[src/rtl/fcss_pkg.sv]
`default_nettype none

package fcss_pkg;

    // Clocking of the control logic and of the internal conversion oscillator.
    localparam int unsigned MCLK_PERIOD_NS = 10;
    localparam int unsigned INT_OSC_PERIOD_NS = 400;
    localparam int unsigned INT_DIV_CYC = (INT_OSC_PERIOD_NS + MCLK_PERIOD_NS - 1) / MCLK_PERIOD_NS;
    // Cycles without an external clock edge before the internal oscillator takes over.
    localparam int unsigned CLK_LOSS_CYC = 4 * INT_DIV_CYC;

    // Channels, result width and analog sample width in half-step units.
    localparam int unsigned NUM_CH = 4;
    localparam int unsigned CH_W = 2;
    localparam int unsigned RES_W = 12;
    localparam int unsigned AIN_W = 15;
    localparam int unsigned FIFO_DEPTH = 8;

    // Conversion clock edges of one sequence.
    localparam int unsigned SEQ_LEAD_EDGES = 2;
    localparam int unsigned CH_EDGES = 19;
    localparam int unsigned SEQ_EDGES = SEQ_LEAD_EDGES + NUM_CH * CH_EDGES;
    localparam int unsigned EDGE_W = 7;

    // Code limits and values after reset.
    localparam logic signed [AIN_W:0] CODE_HI = 16'sh07FF;
    localparam logic signed [AIN_W:0] CODE_LO = 16'shF800;
    localparam logic [RES_W-1:0] CODE_MAX = 12'h7FF;
    localparam logic [RES_W-1:0] CODE_MIN = 12'h800;
    localparam logic [RES_W-1:0] DOUT_RST = 12'h000;
    localparam logic [NUM_CH-1:0] HOLD_ALL = 4'hF;
    localparam logic [NUM_CH-1:0] HOLD_RST = 4'h0;
    localparam logic DONE_N_RST = 1'b1;

    typedef enum logic [1:0] {
        FCSS_IDLE = 2'b00,
        FCSS_CONV = 2'b01,
        FCSS_PUSH = 2'b10
    } fcss_state_t;

    // Round a half-step sample to the nearest code, clamped to the 12-bit range.
    function automatic logic [RES_W-1:0] fcss_quantize(input logic signed [AIN_W-1:0] h);
        logic signed [AIN_W:0] r;
        r = ($signed({h[AIN_W-1], h}) + 16'sh0001) >>> 1;
        if (r > CODE_HI) begin
            return CODE_MAX;
        end else if (r < CODE_LO) begin
            return CODE_MIN;
        end
        return r[RES_W-1:0];
    endfunction : fcss_quantize

    // Edge count of the sequence at which a channel's result is ready.
    function automatic logic [EDGE_W-1:0] fcss_ch_end(input logic [CH_W-1:0] ch);
        return EDGE_W'(SEQ_LEAD_EDGES + (32'(ch) + 1) * CH_EDGES);
    endfunction : fcss_ch_end

endpackage : fcss_pkg

`default_nettype wire

[src/rtl/fcss_seq.sv]
`default_nettype none

// Behaviour
// Rising start edge puts all four sample holders into hold together.
// Holders stay in hold while all four channels are converted.
// The start edge begins channel 1; its result goes to result one.
// Each stored result starts the next channel, strictly channel 1 to 4.
// After channel 4 is stored the active-low completion flag goes low.
// Start input is asynchronous and synchronised inside the device.
// Host does not start again before all four conversions complete; the bench starts once mid-sequence on purpose.
// Host gates start from a strobe, never a bare address decode.
// Host reads results with four reads to one address; no address pins.
// First read returns result one, second result two, up to four.
// Completion flag returns high at the first read strobe fall.
// Every accepted start edge resets the read pointer to result one.
// Host does not read during a conversion; it waits for the flag.
// Results are 12-bit two's complement, one step is span over 4096.
// Half a step below ground sits between all-ones and all-zeros codes.
// Top transition separates 0x7FE from 0x7FF.
// Bottom transition separates 0x800 from 0x801.
// Data outputs are driven only while read strobe and select are low.
// A full sequence takes 78 or 79 conversion clock edges.
// External clock is used; a stuck clock pin selects the internal oscillator.
// Result appears on three-state outputs, bit 11 most significant.
// A start edge during a running sequence is ignored.
module fcss_seq (
    // Clock and reset
    input wire logic mclk_i,
    input wire logic rstn_i,
    // Conversion control pins
    input wire logic conversion_start_n_i,
    input wire logic conv_clk_i,
    output logic conv_done_n_o,
    output logic [fcss_pkg::NUM_CH-1:0] hold_o,
    // Analog samples in half-step units
    input wire logic signed [fcss_pkg::AIN_W-1:0] analog_input_one_i,
    input wire logic signed [fcss_pkg::AIN_W-1:0] analog_input_two_i,
    input wire logic signed [fcss_pkg::AIN_W-1:0] analog_input_three_i,
    input wire logic signed [fcss_pkg::AIN_W-1:0] analog_input_four_i,
    // Host read port
    input wire logic cs_n_i,
    input wire logic rd_n_i,
    output logic [fcss_pkg::RES_W-1:0] data_o,
    output logic data_oe_o
);
    import fcss_pkg::*;

    ////////////////////////////////////////////////////////////////////////////////
    // Pin synchronisers.

    logic start_s1_q, start_s2_q, start_s3_q;
    logic clk_s1_q, clk_s2_q, clk_s3_q;
    logic cs_s1_q, cs_s2_q, rd_s1_q, rd_s2_q;
    logic signed [AIN_W-1:0] ain_s1_q [NUM_CH];
    logic signed [AIN_W-1:0] ain_s2_q [NUM_CH];
    logic signed [AIN_W-1:0] ain_pin [NUM_CH];
    logic start_rise;

    assign ain_pin[0] = analog_input_one_i;
    assign ain_pin[1] = analog_input_two_i;
    assign ain_pin[2] = analog_input_three_i;
    assign ain_pin[3] = analog_input_four_i;

    // Reset loads the idle level of each control pin, so no false edge follows reset; the analog sample stages are not reset.
    // The start pin must therefore be high while reset is applied.
    always_ff @(posedge mclk_i) begin
        if (!rstn_i) begin
            start_s1_q <= 1'b1;
            start_s2_q <= 1'b1;
            start_s3_q <= 1'b1;
            cs_s1_q <= 1'b1;
            cs_s2_q <= 1'b1;
            rd_s1_q <= 1'b1;
            rd_s2_q <= 1'b1;
        end else begin
            start_s1_q <= conversion_start_n_i;
            start_s2_q <= start_s1_q;
            start_s3_q <= start_s2_q;
            cs_s1_q <= cs_n_i;
            cs_s2_q <= cs_s1_q;
            rd_s1_q <= rd_n_i;
            rd_s2_q <= rd_s1_q;
        end
    end

    always_ff @(posedge mclk_i) begin
        if (!rstn_i) begin
            clk_s1_q <= 1'b0;
            clk_s2_q <= 1'b0;
            clk_s3_q <= 1'b0;
        end else begin
            clk_s1_q <= conv_clk_i;
            clk_s2_q <= clk_s1_q;
            clk_s3_q <= clk_s2_q;
        end
    end

    // Samples travel the same two stages as the start pin, so all four are taken
    // at the very cycle the start edge is seen.
    always_ff @(posedge mclk_i) begin
        for (int i = 0; i < NUM_CH; i++) begin
            ain_s1_q[i] <= ain_pin[i];
            ain_s2_q[i] <= ain_s1_q[i];
        end
    end

    assign start_rise = start_s2_q && !start_s3_q;

    ////////////////////////////////////////////////////////////////////////////////
    // Conversion clock selection.

    // Counter widths follow the cycle counts, so a slower oscillator only needs
    // new package constants.
    localparam int unsigned LOSS_W = $clog2(CLK_LOSS_CYC + 1);
    localparam int unsigned DIV_W = $clog2(INT_DIV_CYC);

    logic [LOSS_W-1:0] loss_cnt_q;
    logic [DIV_W-1:0] div_cnt_q;
    logic ext_rise;
    logic use_int;
    logic int_tick;
    logic conv_en;

    assign ext_rise = clk_s2_q && !clk_s3_q;
    assign use_int = (loss_cnt_q == LOSS_W'(CLK_LOSS_CYC));
    assign int_tick = (div_cnt_q == DIV_W'(INT_DIV_CYC - 1));
    assign conv_en = use_int ? int_tick : ext_rise;

    // A clock pin held at the negative rail never toggles; that is what hands
    // the sequence over to the internal oscillator.
    always_ff @(posedge mclk_i) begin
        if (!rstn_i) begin
            loss_cnt_q <= '0;
        end else if (ext_rise) begin
            loss_cnt_q <= '0;
        end else if (!use_int) begin
            loss_cnt_q <= LOSS_W'(loss_cnt_q + 1'b1);
        end
    end

    always_ff @(posedge mclk_i) begin
        if (!rstn_i || int_tick) begin
            div_cnt_q <= '0;
        end else begin
            div_cnt_q <= DIV_W'(div_cnt_q + 1'b1);
        end
    end

    ////////////////////////////////////////////////////////////////////////////////
    // Conversion sequencer.

    fcss_state_t state_q;
    logic [CH_W-1:0] ch_q;
    logic [EDGE_W-1:0] edge_q;
    logic signed [AIN_W-1:0] held_q [NUM_CH];
    logic [NUM_CH-1:0] hold_q;
    logic start_acc;
    logic push_valid;
    logic push_ready;
    logic push_fire;
    logic last_push;
    logic [RES_W-1:0] push_data;

    assign start_acc = start_rise && (state_q == FCSS_IDLE);
    assign push_valid = (state_q == FCSS_PUSH);
    assign push_fire = push_valid && push_ready;
    assign last_push = push_fire && (ch_q == CH_W'(NUM_CH - 1));
    assign push_data = fcss_quantize(held_q[ch_q]); // see R14 see R15 see R16

    always_ff @(posedge mclk_i) begin
        if (start_acc) begin
            for (int i = 0; i < NUM_CH; i++) begin
                held_q[i] <= ain_s2_q[i];
            end
        end
    end

    always_ff @(posedge mclk_i) begin
        if (!rstn_i) begin
            state_q <= FCSS_IDLE;
            ch_q <= '0;
            edge_q <= '0;
        end else begin
            case (state_q)
                FCSS_IDLE: begin
                    if (start_acc) begin
                        state_q <= FCSS_CONV;
                        ch_q <= '0;
                        edge_q <= '0;
                    end
                end
                FCSS_CONV: begin
                    if (conv_en) begin
                        edge_q <= EDGE_W'(edge_q + 1'b1);
                        if (EDGE_W'(edge_q + 1'b1) == fcss_ch_end(ch_q)) begin
                            state_q <= FCSS_PUSH;
                        end
                    end
                end
                FCSS_PUSH: begin
                    if (push_ready) begin
                        if (last_push) begin
                            state_q <= FCSS_IDLE;
                        end else begin
                            ch_q <= CH_W'(ch_q + 1'b1);
                            state_q <= FCSS_CONV;
                        end
                    end
                end
                default: begin
                    state_q <= FCSS_IDLE;
                end
            endcase
        end
    end

    always_ff @(posedge mclk_i) begin
        if (!rstn_i) begin
            hold_q <= HOLD_RST;
        end else if (start_acc) begin
            hold_q <= HOLD_ALL; // see R01
        end else if (last_push) begin
            hold_q <= HOLD_RST;
        end
    end

    assign hold_o = hold_q;

    ////////////////////////////////////////////////////////////////////////////////
    // Result store and host read port.

    logic acc_q;
    logic acc;
    logic acc_rise;
    logic pop_valid;
    logic [RES_W-1:0] pop_data;
    logic pop;
    logic [RES_W-1:0] dout_q;
    logic oe_q;
    logic done_n_q;

    assign acc = !cs_s2_q && !rd_s2_q;
    assign acc_rise = acc && !acc_q;
    assign pop = acc_rise && pop_valid; // see R09

    // The store is read in write order, so the read pointer is implicit; an
    // accepted start flushes it, which is the pointer returning to result one.
    fcss_fifo #(
        .WIDTH(RES_W),
        .DEPTH(FIFO_DEPTH)
    ) u_store (
        .mclk_i(mclk_i),
        .rstn_i(rstn_i),
        .flush_i(start_acc),
        .wr_valid_i(push_valid),
        .wr_ready_o(push_ready),
        .wr_data_i(push_data),
        .rd_valid_o(pop_valid),
        .rd_ready_i(pop),
        .rd_data_o(pop_data)
    );

    always_ff @(posedge mclk_i) begin
        if (!rstn_i) begin
            acc_q <= 1'b0;
            oe_q <= 1'b0;
            dout_q <= DOUT_RST;
        end else begin
            acc_q <= acc;
            oe_q <= acc;
            if (pop) begin
                dout_q <= pop_data;
            end
        end
    end

    // Completion wins over a read strobe fall arriving in the same cycle.
    always_ff @(posedge mclk_i) begin
        if (!rstn_i) begin
            done_n_q <= DONE_N_RST;
        end else if (last_push) begin
            done_n_q <= 1'b0;
        end else if (acc_rise || start_acc) begin
            done_n_q <= 1'b1;
        end
    end

    assign data_o = dout_q;
    assign data_oe_o = oe_q;
    assign conv_done_n_o = done_n_q;
endmodule : fcss_seq

`default_nettype wire

[src/rtl/fcss_fifo.sv]
`default_nettype none

module fcss_fifo #(
    parameter int unsigned WIDTH = 12,
    parameter int unsigned DEPTH = 8
) (
    // Clock and reset
    input wire logic mclk_i,
    input wire logic rstn_i,
    input wire logic flush_i,
    // Fill side
    input wire logic wr_valid_i,
    output logic wr_ready_o,
    input wire logic [WIDTH-1:0] wr_data_i,
    // Drain side
    output logic rd_valid_o,
    input wire logic rd_ready_i,
    output logic [WIDTH-1:0] rd_data_o
);
    localparam int unsigned AW = $clog2(DEPTH);

    logic [WIDTH-1:0] mem_q [DEPTH];
    logic [AW-1:0] wptr_q;
    logic [AW-1:0] rptr_q;
    logic [AW-1:0] rptr_d;
    logic [AW:0] cnt_q;
    logic [AW:0] cnt_d;
    logic valid_q;
    logic [WIDTH-1:0] head_q;
    logic wr_fire;
    logic rd_fire;

    assign wr_ready_o = (cnt_q != (AW+1)'(DEPTH));
    assign rd_valid_o = valid_q;
    assign rd_data_o = head_q;
    assign wr_fire = wr_valid_i && wr_ready_o && !flush_i;
    assign rd_fire = rd_ready_i && valid_q && !flush_i;

    always_comb begin
        rptr_d = rptr_q;
        cnt_d = cnt_q;
        if (flush_i) begin
            rptr_d = '0;
            cnt_d = '0;
        end else begin
            if (rd_fire) begin
                rptr_d = AW'(rptr_q + 1'b1);
            end
            cnt_d = (AW+1)'(cnt_q + {{AW{1'b0}}, wr_fire} - {{AW{1'b0}}, rd_fire});
        end
    end

    always_ff @(posedge mclk_i) begin
        if (wr_fire) begin
            mem_q[wptr_q] <= wr_data_i;
        end
    end

    always_ff @(posedge mclk_i) begin
        if (!rstn_i) begin
            wptr_q <= '0;
            rptr_q <= '0;
            cnt_q <= '0;
        end else begin
            rptr_q <= rptr_d;
            cnt_q <= cnt_d;
            if (flush_i) begin
                wptr_q <= '0;
            end else if (wr_fire) begin
                wptr_q <= AW'(wptr_q + 1'b1);
            end
        end
    end

    // The head word is bypassed from the write port so valid and data line up.
    always_ff @(posedge mclk_i) begin
        if (!rstn_i) begin
            valid_q <= 1'b0;
            head_q <= '0;
        end else begin
            valid_q <= (cnt_d != '0);
            if (wr_fire && (wptr_q == rptr_d)) begin
                head_q <= wr_data_i;
            end else begin
                head_q <= mem_q[rptr_d];
            end
        end
    end

endmodule : fcss_fifo

`default_nettype wire

[config.mk]
export PLATFORM = sky130hd
export DESIGN_NAME = fcss_seq
export DESIGN_NICKNAME = d
export VERILOG_FILES = /design/src/rtl/fcss_pkg.sv /design/src/rtl/fcss_seq.sv /design/src/rtl/fcss_fifo.sv
export SDC_FILE = /design/constraint.sdc
export NUM_CORES = 1
export LEC_CHECK = 0
export BUFFER_PORTS_ARGS = -buffer_cell sky130_fd_sc_hd__buf_2
export CAP_MARGIN = 20
export CORE_MARGIN = 2
export CORE_UTILIZATION = 59
export CTS_CLUSTER_DIAMETER = 150
export DETAILED_ROUTE_END_ITERATION = 16
export PLACE_DENSITY = 0.84
export SLEW_MARGIN = 15
export SYNTH_ARGS = -nofsm -noshare
export SYNTH_HDL_FRONTEND = slang
export SYNTH_SLANG_ARGS = --single-unit
[constraint.sdc]
create_clock -name mclk_i -period 4.15 [get_ports mclk_i]
set_clock_uncertainty 0.2 [all_clocks]
set_input_delay 0.2075 -clock mclk_i [delete_from_list [all_inputs] [get_ports mclk_i]]
set_output_delay 0.2075 -clock mclk_i [all_outputs]
set_load 0.005 [all_outputs]
==> run summary <==
Layout Nets = 1083
Synth Cell Area = 0.01186 mm2
Period minus WS final = 3.705 ns
Die area = 0.02126 mm2
Hold Slack = 0.1211 ns
Top-count cell post-synth = dfxtp_1
Worst Path Max Fanout = 11
Top post-synthesis cells by area = edfxtp_1 (39%), dfxtp_1 (33%), mux4_2 (2.8%)
Register area share after synthesis = 72.39%
Post-synth EDFFs = 156
Async set-or-reset flop fraction in the synthesized netlist = 0%
Footprint of the multi-input gates = 0.003054 mm2
Synth cell types = 60
Post-Syn Nets = 911
Setup crit end kind = register
Die W = 145.8 um
GRT Residual Overflow = 0
Share of post-route cells with drive strength above 1 = 19.16%
Top cell type's share of synthesized area = 39.49%
Fin area = 0.01448 mm2
Hold Vio Cnt, Final = 0
Later-pin clock latency in the skew report = 0.53 ns
Clk slew on worst S/H paths = 0.07 ns
FILL cells = 1190
Avg WL per Cell = 20.47 um
Storage element area = 0.008588 mm2
Row count = 51
Synth warn = 0
Area leader, netlist = edfxtp_1
First-pass GRT wire length = 40.99 mm
Mapped Cells = 830
Area post-placement = 0.01260 mm2
Max VDD drop = 410.7 uV
RSZ-0062 raised after global routing = false
Rel. slew slack = 28.91%
Leak Pwr = 5.307 nW
DRT Wirelength = 26.47 mm
Post-synth top flop = dfxtp_1
Synth cell count leaders = dfxtp_1 (195), edfxtp_1 (156), nor2_1 (55)
WP data required = 4.06 ns
Pin count of the biggest net entering global routing = 61
Initial Util = 60.56%
Detailed-route via count = 7243
HPWL Detailed = 14.30 mm
Worst min path class = reg2reg
Post-route DRC violation count = 0
First-pass detailed-route iteration total = 5
Layout Area Growth over Synthesis = 22.02%
Max Freq = 269.9 MHz
Crit start category = register
Total Power = 0.007125 W
I/O Buffers = 83
Setup Buffers After CTS = 0
Clock buffer count from CTS = 35
CTS tree = yes
CTS sink count = 351
GRT Resource Usage Total = 25.02%
Worst path arrival time = 3.61 ns
Outcome = completed
Ant diodes = 0
Final Core Density = 73.90%
First DRT Iteration DRCs = 644
Vias in the first global route = 7516
Num ports = 84
Core Box Area = 0.01959 mm2
Vias per cell = 5.602
Setup TNS = 0 ns
Initial antenna violation count = 0
Endpoints failing setup = 0
Worst Tran Pin Value = 1.061 ns
Crit Path Class = reg2reg
Die Ht = 145.8 um
ANT nets after route = 0
H-tree depth = 2
Clock buffer depth = 3
P per Cell Area = 492.2 mW/mm2
GP Congestion = 0.8063
Fin crit share = 89.27%
FF+latch count, synth = 351
Max-Cap Viols = 0
Synth Area per Inst = 14.29 um2
Hold Crit Start = ain_s1_q[2][12]$_DFF_P_
Final slew viol count = 0
Root buffer cell = clkbuf_16
## state kept, by name, indices dropped and copies added, names as in the netlist, 2 cells and up, named ones only
| register | count |
|---|---|
| u_store.mem_q | 96 |
| ain_s1_q | 60 |
| ain_s2_q | 60 |
| held_q | 60 |
| data_o | 12 |
| u_store.rd_data_o | 12 |
| loss_cnt_q | 8 |
| edge_q | 7 |
| div_cnt_q | 6 |
| u_store.cnt_q | 4 |
| u_store.rptr_q | 3 |
| u_store.wptr_q | 3 |
| ch_q | 2 |
| state_q | 2 |
## placed cells by master (no fill, tap or decap), types with 16 or more instances in the layout
| cell | instances |
|---|---|
| a21oi_1 | 40 |
| buf_2 | 83 |
| buf_4 | 18 |
| clkbuf_16 | 38 |
| dfxtp_1 | 195 |
| dlygate4sd3_1 | 68 |
| edfxtp_1 | 156 |
| inv_1 | 17 |
| mux2i_1 | 18 |
| nand2_1 | 53 |
| nor2_1 | 54 |
| nor3_1 | 16 |
| o21ai_0 | 25 |
| o22ai_1 | 29 |
| xnor2_1 | 23 |
## worst max-delay path, cell delays in order (launching register included)
cell and delay, ns:
dfxtp_1 0.56, buf_4 0.31, mux4_2 0.31, nand4_1 0.23, nor2_1 0.38, a31oi_1 0.13, o21ai_0 0.24, and2_1 0.44
o21ai_0 0.49
## layout make-up
class / instances / area share [%]
Tap cell: 265 / 2.290
Inverter: 19 / 0.5013
Clock inverter: 20 / 1.504
Sequential cell: 351 / 59.33
Timing Repair Buffer: 170 / 8.583
Multi-Input combinational cell: 425 / 21.10
Clock buffer: 43 / 6.698
## cell families (layout without fill, tap and decap cells)
family | count (synthesis) | in the layout | share of synthesized area (%)
compound gates | 141 | 141 | 7.752
xor+xnor | 38 | 38 | 2.964
mux | 44 | 44 | 5.410
simple gates | 187 | 187 | 7.762
buf+inv | 54 | 252 | 2.077
fa+ha+maj | 15 | 15 | 1.645
flops | 351 | 351 | 72.39
## path summary, 6_finish.rpt
| kind | to | slack (ns) | cells after the start |
|---|---|---|---|
| max | u_store.mem_q[7][8]$_DFFE_PP_ | 0.45 | 8 |
| min | ain_s2_q[2][12]$_DFF_P_ | 0.12 | 0 |
| max reg2reg | u_store.mem_q[7][8]$_DFFE_PP_ | 0.45 | 8 |
| min reg2reg | ain_s2_q[2][12]$_DFF_P_ | 0.12 | 0 |
## layer usage
| layer | vias to the layer above | part of all wire, % | track usage [%] |
|---|---|---|---|
| met5 | - | 0 | 0 |
| met4 | 0 | 2.7 | 9.706 |
| met3 | 49 | 6.0 | 3.856 |
| met2 | 301 | 53 | 45.59 |
| met1 | 3523 | 38 | 29.84 |
| li1 | 3370 | - | - |
## report_power, final
part	internal [W]	total, W	leakage, nW	switching [W]
Clock	0.00189	0.00324	0.582	0.00136
Sequential	0.00368	0.00372	3.03	0.0000358
Combinational	0.0000866	0.000160	1.70	0.0000737
## timing repair
action                    in CTS  in global routing
gates resized for setup        0                  0
hold endpoints to repair      69                  0
hold buffers                  68                  0
## per-stage QoR
step,worst slack [ns],std cells
after floorplan,0.9311,830
after global placement,0.8767,1161
after detailed placement,0.6321,1161
after CTS,0.6093,1292
after global routing,0.3546,1293
final,0.4455,1293
Note: power is estimated with default switching activity, not from simulation.
